File: config.mk
export PLATFORM = sky130hd
export DESIGN_NAME = ild_regs
export DESIGN_NICKNAME = d
export VERILOG_FILES = /design/src/pkg/ild_pkg.sv /design/src/ild_stage_cell.sv /design/src/ild_ratio_norm.sv /design/src/ild_regs.sv
export VERILOG_INCLUDE_DIRS = /design/src /design/src/pkg
export SDC_FILE = /design/constraint.sdc
export NUM_CORES = 1
export LEC_CHECK = 0
export ABC_CLOCK_PERIOD_IN_PS = 1560
export BUFFER_PORTS_ARGS = -buffer_cell sky130_fd_sc_hd__buf_2
export CORE_MARGIN = 5
export CORE_UTILIZATION = 30
export DETAILED_ROUTE_END_ITERATION = 12
export SYNTH_ARGS = -nofsm -noshare
export SYNTH_HDL_FRONTEND = slang
export SYNTH_SLANG_ARGS = --single-unit
File: constraint.sdc
create_clock -name sys_clk -period 1.56 [get_ports sys_clk]
set_clock_uncertainty 0.2 [all_clocks]
set_input_delay 0.312 -clock sys_clk [delete_from_list [all_inputs] [get_ports sys_clk]]
set_output_delay 0.312 -clock sys_clk [all_outputs]
set_load 0.05 [all_outputs]
File: src/pkg/ild_cfg.svh
// Constants of the input loop divider and charge pump register bank.
// Assumes an 8-bit register space addressed by a 12-bit serial-port address.
`ifndef ILD_CFG_SVH
`define ILD_CFG_SVH

`define ILD_ADDR_W         12
`define ILD_NUM_REGS       10
`define ILD_IDX_W          4

// Register byte addresses.
`define ILD_BASE_ADDR      12'h010
`define ILD_OFS_PRI_LO     12'h010
`define ILD_OFS_PRI_HI     12'h011
`define ILD_OFS_SEC_LO     12'h012
`define ILD_OFS_SEC_HI     12'h013
`define ILD_OFS_TEST       12'h014
`define ILD_OFS_RSVD       12'h015
`define ILD_OFS_FB_LO      12'h016
`define ILD_OFS_FB_HI      12'h017
`define ILD_OFS_PUMP_CUR   12'h018
`define ILD_OFS_PUMP_MODE  12'h019

// Writable bit masks; masked-off bits are reserved.
`define ILD_MASK_LOW_BYTE  8'hFF
`define ILD_MASK_HIGH_PAIR 8'h03
`define ILD_MASK_TEST      8'h3F
`define ILD_MASK_RSVD      8'h00
`define ILD_MASK_PUMP_CUR  8'hFF
`define ILD_MASK_PUMP_MODE 8'h1F

// Register reset values.
`define ILD_RST_DIV        8'h00
`define ILD_RST_PUMP_CUR   8'h00
`define ILD_RST_PUMP_MODE  8'h0B

// Field positions.
`define ILD_POS_PUMP_TRI   7
`define ILD_POS_CUR_MSB    6
`define ILD_POS_ABL_CTRL   4
`define ILD_POS_ABL_MSB    3
`define ILD_POS_ABL_LSB    2
`define ILD_POS_MODE_MSB   1
`define ILD_POS_MODE_LSB   0
`define ILD_POS_HIGH_MSB   1

// Reset values of the derived outputs.
`define ILD_RST_RATIO10    10'h001
`define ILD_RST_RATIO6     6'h01
`define ILD_RST_CUR        7'h00

`endif

File: src/pkg/ild_pkg.sv
// Types shared by the input loop divider and charge pump register bank.
// Assumes the constants of ild_cfg.svh for widths of the register words.
package ild_pkg;

  // Phase detector antibacklash period.
  typedef enum logic [1:0] {
    ILD_ABL_MIN  = 2'h0,
    ILD_ABL_LOW  = 2'h1,
    ILD_ABL_HIGH = 2'h2,
    ILD_ABL_MAX  = 2'h3
  } ild_abl_type;

  // Charge pump operating mode.
  typedef enum logic [1:0] {
    ILD_PUMP_TRISTATE = 2'h0,
    ILD_PUMP_UP       = 2'h1,
    ILD_PUMP_DOWN     = 2'h2,
    ILD_PUMP_NORMAL   = 2'h3
  } ild_pump_mode_type;

  // Staging and active copy of one buffered register.
  typedef struct packed {
    logic [7:0] staged;
    logic [7:0] active;
  } ild_cell_state_type;

  // Registered outputs of the bank.
  typedef struct packed {
    logic [7:0]        rdata;
    logic              rd_hit;
    logic [9:0]        pri_ratio;
    logic [9:0]        sec_ratio;
    logic [5:0]        test_ratio;
    logic [9:0]        fb_ratio;
    logic [6:0]        cur;
    logic              tri_st;
    ild_pump_mode_type mode;
    logic              abl_auto;
    ild_abl_type       abl_period;
  } ild_regs_state_type;

endpackage : ild_pkg

File: src/ild_stage_cell.sv
// One buffered 8-bit register: a staging copy written by software and an
// active copy loaded on the I/O update strobe. Assumes same-clock strobes.
`timescale 1ns/1ps
`include "ild_cfg.svh"

module ild_stage_cell #(
  parameter logic [7:0] RST_VAL = 8'h00,
  parameter logic [7:0] WR_MASK = 8'hFF
) (
  input  wire logic       sys_clk,
  input  wire logic       arst_n,
  input  wire logic       wr_en,
  input  wire logic [7:0] wr_data,
  input  wire logic       io_update,
  input  wire logic       soft_reset,
  output logic      [7:0] staged_out,
  output logic      [7:0] active_out
);

  ild_pkg::ild_cell_state_type st_r;
  ild_pkg::ild_cell_state_type st_nxt;

  // Soft reset wins over everything; an update moves the old staged word.
  always_comb begin
    st_nxt = st_r;
    if (soft_reset) begin
      st_nxt.staged = RST_VAL;
      st_nxt.active = RST_VAL;
    end else begin
      if (io_update) begin
        st_nxt.active = st_r.staged;
      end
      if (wr_en) begin
        st_nxt.staged = wr_data & WR_MASK;
      end
    end
  end

  always_ff @(posedge sys_clk or negedge arst_n) begin
    if (!arst_n) begin
      st_r <= '{staged: RST_VAL, active: RST_VAL};
    end else begin
      st_r <= st_nxt;
    end
  end

  assign staged_out = st_r.staged;
  assign active_out = st_r.active;
endmodule : ild_stage_cell

File: src/ild_ratio_norm.sv
// Turns a divider word into its division ratio: zero and one both divide
// by one. Pure combinational; the caller registers the result.
`timescale 1ns/1ps

module ild_ratio_norm #(
  parameter int W = 10
) (
  input  wire logic [W-1:0] word,
  output logic      [W-1:0] ratio
);

  // A zero word cannot divide, so it is folded onto a ratio of one.
  always_comb begin
    ratio = word;
    if (word == '0) begin
      ratio = W'(1);
    end
  end

endmodule : ild_ratio_norm

File: src/ild_regs.sv
// Input loop register bank: reference, test and feedback divider words and
// charge pump controls, with staging copies applied on the I/O update.
// Assumes the serial control port decodes frames on sys_clk and presents
// one byte access at a time; the strobes arrive on the same clock.
`timescale 1ns/1ps
`include "ild_cfg.svh"

module ild_regs #(
  parameter int NUM_REGS = `ILD_NUM_REGS
) (
  input  wire logic                         sys_clk,
  input  wire logic                         arst_n,
  input  wire logic [`ILD_ADDR_W-1:0]       reg_addr,
  input  wire logic                         reg_wr_en,
  input  wire logic [7:0]                   reg_wdata,
  input  wire logic                         reg_rd_en,
  output logic      [7:0]                   reg_rdata,
  output logic                              reg_rd_hit,
  input  wire logic                         io_update,
  input  wire logic                         soft_reset,
  input  wire logic                         readback_staged,
  input  wire logic                         secondary_indep,
  output logic      [9:0]                   primary_ratio,
  output logic      [9:0]                   secondary_ratio,
  output logic      [5:0]                   test_ratio,
  output logic      [9:0]                   feedback_ratio,
  output logic      [6:0]                   pump_current,
  output logic                              pump_tristate,
  output ild_pkg::ild_pump_mode_type        pump_mode,
  output logic                              abl_auto,
  output ild_pkg::ild_abl_type              abl_period
);

  // Address decode, shared by the write path and the read path.
  function automatic logic in_bank(input logic [`ILD_ADDR_W-1:0] addr);
    in_bank = (addr >= `ILD_BASE_ADDR) &&
              (addr < (`ILD_BASE_ADDR + `ILD_ADDR_W'(NUM_REGS)));
  endfunction : in_bank

  function automatic logic [`ILD_IDX_W-1:0] bank_index(input logic [`ILD_ADDR_W-1:0] addr);
    logic [`ILD_ADDR_W-1:0] diff;
    diff       = addr - `ILD_BASE_ADDR;
    bank_index = diff[`ILD_IDX_W-1:0];
  endfunction : bank_index

  // Writable bits of each register; anything outside is reserved.
  function automatic logic [7:0] reg_mask(input int idx);
    logic [`ILD_ADDR_W-1:0] ofs;
    ofs = `ILD_BASE_ADDR + `ILD_ADDR_W'(idx);
    case (ofs)
      `ILD_OFS_PRI_LO:    reg_mask = `ILD_MASK_LOW_BYTE;
      `ILD_OFS_PRI_HI:    reg_mask = `ILD_MASK_HIGH_PAIR;
      `ILD_OFS_SEC_LO:    reg_mask = `ILD_MASK_LOW_BYTE;
      `ILD_OFS_SEC_HI:    reg_mask = `ILD_MASK_HIGH_PAIR;
      `ILD_OFS_TEST:      reg_mask = `ILD_MASK_TEST;
      `ILD_OFS_FB_LO:     reg_mask = `ILD_MASK_LOW_BYTE;
      `ILD_OFS_FB_HI:     reg_mask = `ILD_MASK_HIGH_PAIR;
      `ILD_OFS_PUMP_CUR:  reg_mask = `ILD_MASK_PUMP_CUR;
      `ILD_OFS_PUMP_MODE: reg_mask = `ILD_MASK_PUMP_MODE;
      default:            reg_mask = `ILD_MASK_RSVD;
    endcase
  endfunction : reg_mask

  // Default value of each register.
  function automatic logic [7:0] reg_reset(input int idx);
    logic [`ILD_ADDR_W-1:0] ofs;
    ofs = `ILD_BASE_ADDR + `ILD_ADDR_W'(idx);
    case (ofs)
      `ILD_OFS_PUMP_CUR:  reg_reset = `ILD_RST_PUMP_CUR;
      `ILD_OFS_PUMP_MODE: reg_reset = `ILD_RST_PUMP_MODE;
      default:            reg_reset = `ILD_RST_DIV;
    endcase
  endfunction : reg_reset

  logic [7:0]              staged_w [0:NUM_REGS-1];
  logic [7:0]              active_w [0:NUM_REGS-1];
  logic                    acc_hit;
  logic [`ILD_IDX_W-1:0]   acc_idx;

  assign acc_hit = in_bank(reg_addr);
  assign acc_idx = bank_index(reg_addr);

  // One staged cell per register; reserved bits are masked inside the cell.
  genvar gi;
  generate
    for (gi = 0; gi < NUM_REGS; gi++) begin : g_cell
      ild_stage_cell #(
        .RST_VAL (reg_reset(gi)),
        .WR_MASK (reg_mask(gi))
      ) u_cell (
        .sys_clk    (sys_clk),
        .arst_n     (arst_n),
        .wr_en      (reg_wr_en && acc_hit && (acc_idx == `ILD_IDX_W'(gi))),
        .wr_data    (reg_wdata),
        .io_update  (io_update),
        .soft_reset (soft_reset),
        .staged_out (staged_w[gi]),
        .active_out (active_w[gi])
      );
    end
  endgenerate

  // Divider words assembled from the active copies of their register pairs; the test word comes from one register.
  logic [9:0] pri_word;
  logic [9:0] sec_word;
  logic [5:0] test_word;
  logic [9:0] fb_word;
  logic [7:0] pump_cur_reg;
  logic [7:0] pump_mode_reg;

  assign pri_word      = {active_w[1][`ILD_POS_HIGH_MSB:0], active_w[0]};
  assign sec_word      = {active_w[3][`ILD_POS_HIGH_MSB:0], active_w[2]};
  assign test_word     = active_w[4][5:0];
  assign fb_word       = {active_w[7][`ILD_POS_HIGH_MSB:0], active_w[6]};
  assign pump_cur_reg  = active_w[8];
  assign pump_mode_reg = active_w[9];

  logic [9:0] pri_norm;
  logic [9:0] sec_norm;
  logic [5:0] test_norm;
  logic [9:0] fb_norm;

  // Ratio normalisation; each divider folds a zero word onto one.
  ild_ratio_norm #(.W(10)) u_pri_norm (
    .word  (pri_word),
    .ratio (pri_norm)
  );

  ild_ratio_norm #(.W(10)) u_sec_norm (
    .word  (sec_word),
    .ratio (sec_norm)
  );

  ild_ratio_norm #(.W(6)) u_test_norm (
    .word  (test_word),
    .ratio (test_norm)
  );

  ild_ratio_norm #(.W(10)) u_fb_norm (
    .word  (fb_word),
    .ratio (fb_norm)
  );

  ild_pkg::ild_regs_state_type st_r;
  ild_pkg::ild_regs_state_type st_nxt;

  // Next state of the read port and of the registered loop controls.
  // Outputs lag the active copies by one cycle so every output is a flop.
  always_comb begin
    st_nxt        = st_r;
    st_nxt.rd_hit = 1'b0;
    if (reg_rd_en) begin
      st_nxt.rd_hit = acc_hit;
      st_nxt.rdata  = 8'h00;
      if (acc_hit) begin
        if (readback_staged) begin
          st_nxt.rdata = staged_w[acc_idx];
        end else begin
          st_nxt.rdata = active_w[acc_idx];
        end
      end
    end
    st_nxt.pri_ratio  = pri_norm;
    // Without independent mode the secondary path reuses the primary ratio.
    st_nxt.sec_ratio  = secondary_indep ? sec_norm : pri_norm;
    st_nxt.test_ratio = test_norm;
    st_nxt.fb_ratio   = fb_norm;
    st_nxt.cur        = pump_cur_reg[`ILD_POS_CUR_MSB:0];
    st_nxt.mode       = ild_pkg::ild_pump_mode_type'(
                          pump_mode_reg[`ILD_POS_MODE_MSB:`ILD_POS_MODE_LSB]);
    // The high-impedance override and the tristate mode both float the pump.
    st_nxt.tri_st     = pump_cur_reg[`ILD_POS_PUMP_TRI] ||
                        (st_nxt.mode == ild_pkg::ILD_PUMP_TRISTATE);
    st_nxt.abl_auto   = !pump_mode_reg[`ILD_POS_ABL_CTRL];
    if (pump_mode_reg[`ILD_POS_ABL_CTRL]) begin
      st_nxt.abl_period = ild_pkg::ild_abl_type'(
                            pump_mode_reg[`ILD_POS_ABL_MSB:`ILD_POS_ABL_LSB]);
    end else begin
      st_nxt.abl_period = ild_pkg::ILD_ABL_HIGH;
    end
  end

  // Register the whole state; reset values match the register defaults.
  always_ff @(posedge sys_clk or negedge arst_n) begin
    if (!arst_n) begin
      st_r.rdata      <= 8'h00;
      st_r.rd_hit     <= 1'b0;
      st_r.pri_ratio  <= `ILD_RST_RATIO10;
      st_r.sec_ratio  <= `ILD_RST_RATIO10;
      st_r.test_ratio <= `ILD_RST_RATIO6;
      st_r.fb_ratio   <= `ILD_RST_RATIO10;
      st_r.cur        <= `ILD_RST_CUR;
      st_r.tri_st     <= 1'b0;
      st_r.mode       <= ild_pkg::ILD_PUMP_NORMAL;
      st_r.abl_auto   <= 1'b1;
      st_r.abl_period <= ild_pkg::ILD_ABL_HIGH;
    end else begin
      st_r <= st_nxt;
    end
  end

  assign reg_rdata       = st_r.rdata;
  assign reg_rd_hit      = st_r.rd_hit;
  assign primary_ratio   = st_r.pri_ratio;
  assign secondary_ratio = st_r.sec_ratio;
  assign test_ratio      = st_r.test_ratio;
  assign feedback_ratio  = st_r.fb_ratio;
  assign pump_current    = st_r.cur;
  assign pump_tristate   = st_r.tri_st;
  assign pump_mode       = st_r.mode;
  assign abl_auto        = st_r.abl_auto;
  assign abl_period      = st_r.abl_period;
endmodule : ild_regs

==> results.md <==
- Status: finished, violations left
- Failing checks: setup timing
- Crit path largest cell delay: 510 ps
- Synth Cell Area: 0.00697 mm^2
- Crit-path cells: mux4_2, nor3_2, a221oi_2, a32oi_1, o22ai_1
- Slowest cell on crit path: mux4_2
- Most used routing layer: met2
- Final core occ: 40.7%
- Tcrit/Tclk final: 112%
- GR Util met1: 19.4%
- Rows: 55
- Int Pwr: 7.17 mW
- Antenna viol nets, final: 0
- Vias in the first global route: 5125
- Relative slew slack: 75.3%
- Xor and xnor fraction of the mapped netlist area: 0%
- Critical path required time: 1660 ps
- Vias per cell: 4.74
- PwrDens: 999 mW/mm^2
- Sw Ratio: 22.6%
- First drt pass iteration count: 7
- First-pass GRT wire length: 29900 um
- Total gr overflow: 0
- TritonCTS clock tree: yes
- Switching Power: 2.09 mW
- Synth Area in Compound Gates: 5.82%
- Leakage power: 4.84 nW
- Met3 GRT Util: 2.91%
- # IOs: 86
- Sequential Power Share: 43.9%
- CORE AREA: 0.0228 mm^2
- Adder-Cell Fraction of Synth Area: 0%
- Final Hold Vio Count: 0
- GP Congestion: 0.844
- Main combinational cell family by area after synthesis: multiplexers
- Die Wd: 162 um
- Clock Tree Root: clkbuf_16
- Nets: 737
- Worst-path maximum fanout: 2
- Wire length per cell: 18.0 um
- Worst min-delay path class: in2reg
- PnR Total Power: 9.27 mW
- CP endpoint kind: flip-flop
- Final WS setup: -191 ps
- Mux share of post-synthesis cell area: 21.3%
- WS Path Type: reg2reg
- Syn. warnings: 0
- Final-report max-slew violation count: 0
- CTS HTree Levels: 4
- Clock Path Buffers: 2
- DRC Markers: 0
- Clk_lat worst skew: 430 ps
- Largest net degree at the start of global routing: 67
- Syn nets: 598
- Dpl hpwl: 13600 um
- Antenna Cells: 0
- Arrival @ worst endpoint: 1850 ps
- Final instance area: 0.00927 mm^2
- Post-synthesis sequential area ratio: 56.3%
- Num CTS Buffers: 17
- Sink Count: 156
- EDFF count, synth: 0
- Die footprint: 0.0264 mm^2
- Async set-reset flop share out of synthesis: 100%
- Crit path buf inv count: 0
- Distinct cells, synth: 52
- Share of cells above drive strength 1: 39.5%
- DR vias: 4901
- Reg area: 0.00392 mm^2
- Fmax: 571 MHz
- Crit path max-delay family: multiplexers
- Setup TNS: -916 ps
- Worst VDD drop: 0.000559 V
- Area Overhead vs Synth: 33.1%
- #FFs+latches synth: 156
- Grt met2 use: 24.6%
- GRT Total Usage: 14.8%
- 1st-iter DRT viols: 353
- Post-Synthesis Cells: 570
- Area after DPL: 0.00833 mm^2
- Combinational power share: 6.5%
- Avg Cell Area, Syn: 12.2 um^2
- Clock power share: 49.7%
- Worst-Margin Slew: 367 ps
- Setup Viol. Count Final: 12
- Max Cap Violations: 0
- Total wire length: 18700 um
- Die Y: 162 um
- Synth Area in Simple Gates: 11.6%
- Fill count: 2200
- Startpoint Class: flip-flop
- Buffers on Ports: 85
- CTS clock-pin slew for the worst setup and hold paths: 60 ps
- Final Critical Period: 1750 ps
- Multi-input logic area: 0.00282 mm^2
- Starting density of the core: 30.6%
- Initial antenna violation count: 0
- Main synth FF type: dfrtp_1
- RSZ-0062 raised after global routing: yes
[placed cells by master, fill, tap and decap left out, drive strengths merged, types with 2 or more instances in the layout]
cell      instances
nor4b             2
nor4              7
mux4             10
o22ai             5
nor2b             8
clkbuf           34
a32oi             3
buf             165
and3              4
nor3              5
o221ai            2
mux2i           103
nand2             6
and2              3
dfstp            14
o21ai             6
mux2             20
a221oi            7
nand2b            3
bufinv            5
clkinvlp          3
clkinv            5
dfrtp           142
a21oi            10
nor2            103
a31o              2
o211ai            2
nand4             5
o21bai            2
nand3             5
o32ai             3
a211o             9
inv              10
[final timing paths]
kind | endpoint | start | slack (ps) | cells after the start
max | reg_rdata[1] | g_cell[2].u_cell.active_out[1] | -190 | 5
min | g_cell[2].u_cell.staged_out[6] | reg_wdata[6] | 20 | 3
max reg2reg | reg_rdata[1] | g_cell[2].u_cell.active_out[1] | -190 | 5
min reg2reg | pump_mode[1] | g_cell[9].u_cell.active_out[1] | 180 | 0
max in group asynchronous | abl_auto | arst_n | 460 | 3
min in group asynchronous | secondary_ratio[6] | arst_n | 110 | 2
[repair_timing]
item	4_1_cts	5_1_grt
hold endpoints to repair	144	0
setup buffers	3	4
hold buffers	1	0
pin swaps	5	5
endpoints found under the setup margin	27	57
gates resized for setup	47	25
[layout make-up]
| class | instances | area share (%) |
|---|---|---|
| Inverter | 9 | 0.364 |
| Tap cell | 313 | 4.22 |
| Multi-Input combinational cell | 343 | 30.4 |
| Clock buffer | 18 | 4.74 |
| Sequential cell | 156 | 42.3 |
| Timing Repair Buffer | 182 | 15.7 |
| Clock inverter | 14 | 2.35 |
[synth_stat cells, types with 2 or more instances]
cell      count  area [um^2]
a211o_1       9         78.8
a21oi_1      10         50.1
a221oi_1      6         52.6
a31o_2        2         17.5
a32oi_1       3         26.3
and2_1        2         12.5
and3_1        4         25.0
buf_2        10         50.1
buf_4         5         37.5
buf_6         4         45.0
clkbuf_1     41          154
dfrtp_1     142         3550
dfstp_2      14          368
inv_1         8         30.0
mux2_2       19          214
mux2i_1     103         1030
mux4_2        9          203
nand2_1       5         18.8
nand2b_1      3         18.8
nand3_1       4         20.0
nand4_4       5          106
nor2_1      100          375
nor2_2        3         18.8
nor2b_1       8         50.1
nor3_1        4         20.0
nor4_1        7         43.8
nor4b_2       2         30.0
o211ai_1      2         15.0
o21ai_0       4         20.0
o21ai_1       2         10.0
o21bai_1      2         15.0
o221ai_1      2         17.5
o22ai_1       5         31.3
o32ai_1       3         26.3
[layer usage]
layer	vias up	wire length, um	part of all wire (%)
li1	2278	-	-
met5	-	0	0
met3	21	692	3.7
met2	103	9490	51
met4	0	314	1.7
met1	2499	8160	44
[kinds of logic (layout without fill, tap and decap cells)]
group,count (synthesis),after routing
flops,156,156
simple gates,155,155
mux,133,133
buf+inv,71,223
compound gates,55,55
[worst min-delay path, stage by stage]
cell and delay (ps):
buf_2 140, mux2i_1 80, nor2_1 70
[stage by stage]
step | std cells | setup WS, ps | hold slack, ps
2_1_floorplan | 570 | -151 | -184
3_3_place_gp | 996 | -488 | -15.1
3_5_place_dp | 996 | -478 | -15.2
4_1_cts | 1032 | -186 | 5.11
5_1_grt | 1035 | -243 | 20.8
6_report | 1035 | -191 | 22.8
[power by group through the flow]
stage                     combinational [mW]  sequential (mW)  clock [mW]
after CTS                              0.606             4.06        4.70
after detailed placement               0.592             4.14           0
after global routing                   0.658             4.06        4.88
after global placement                 0.589             4.14           0
final                                  0.601             4.06        4.60
after floorplan                        0.288             4.15           0
(Power assumes the default switching activity.)
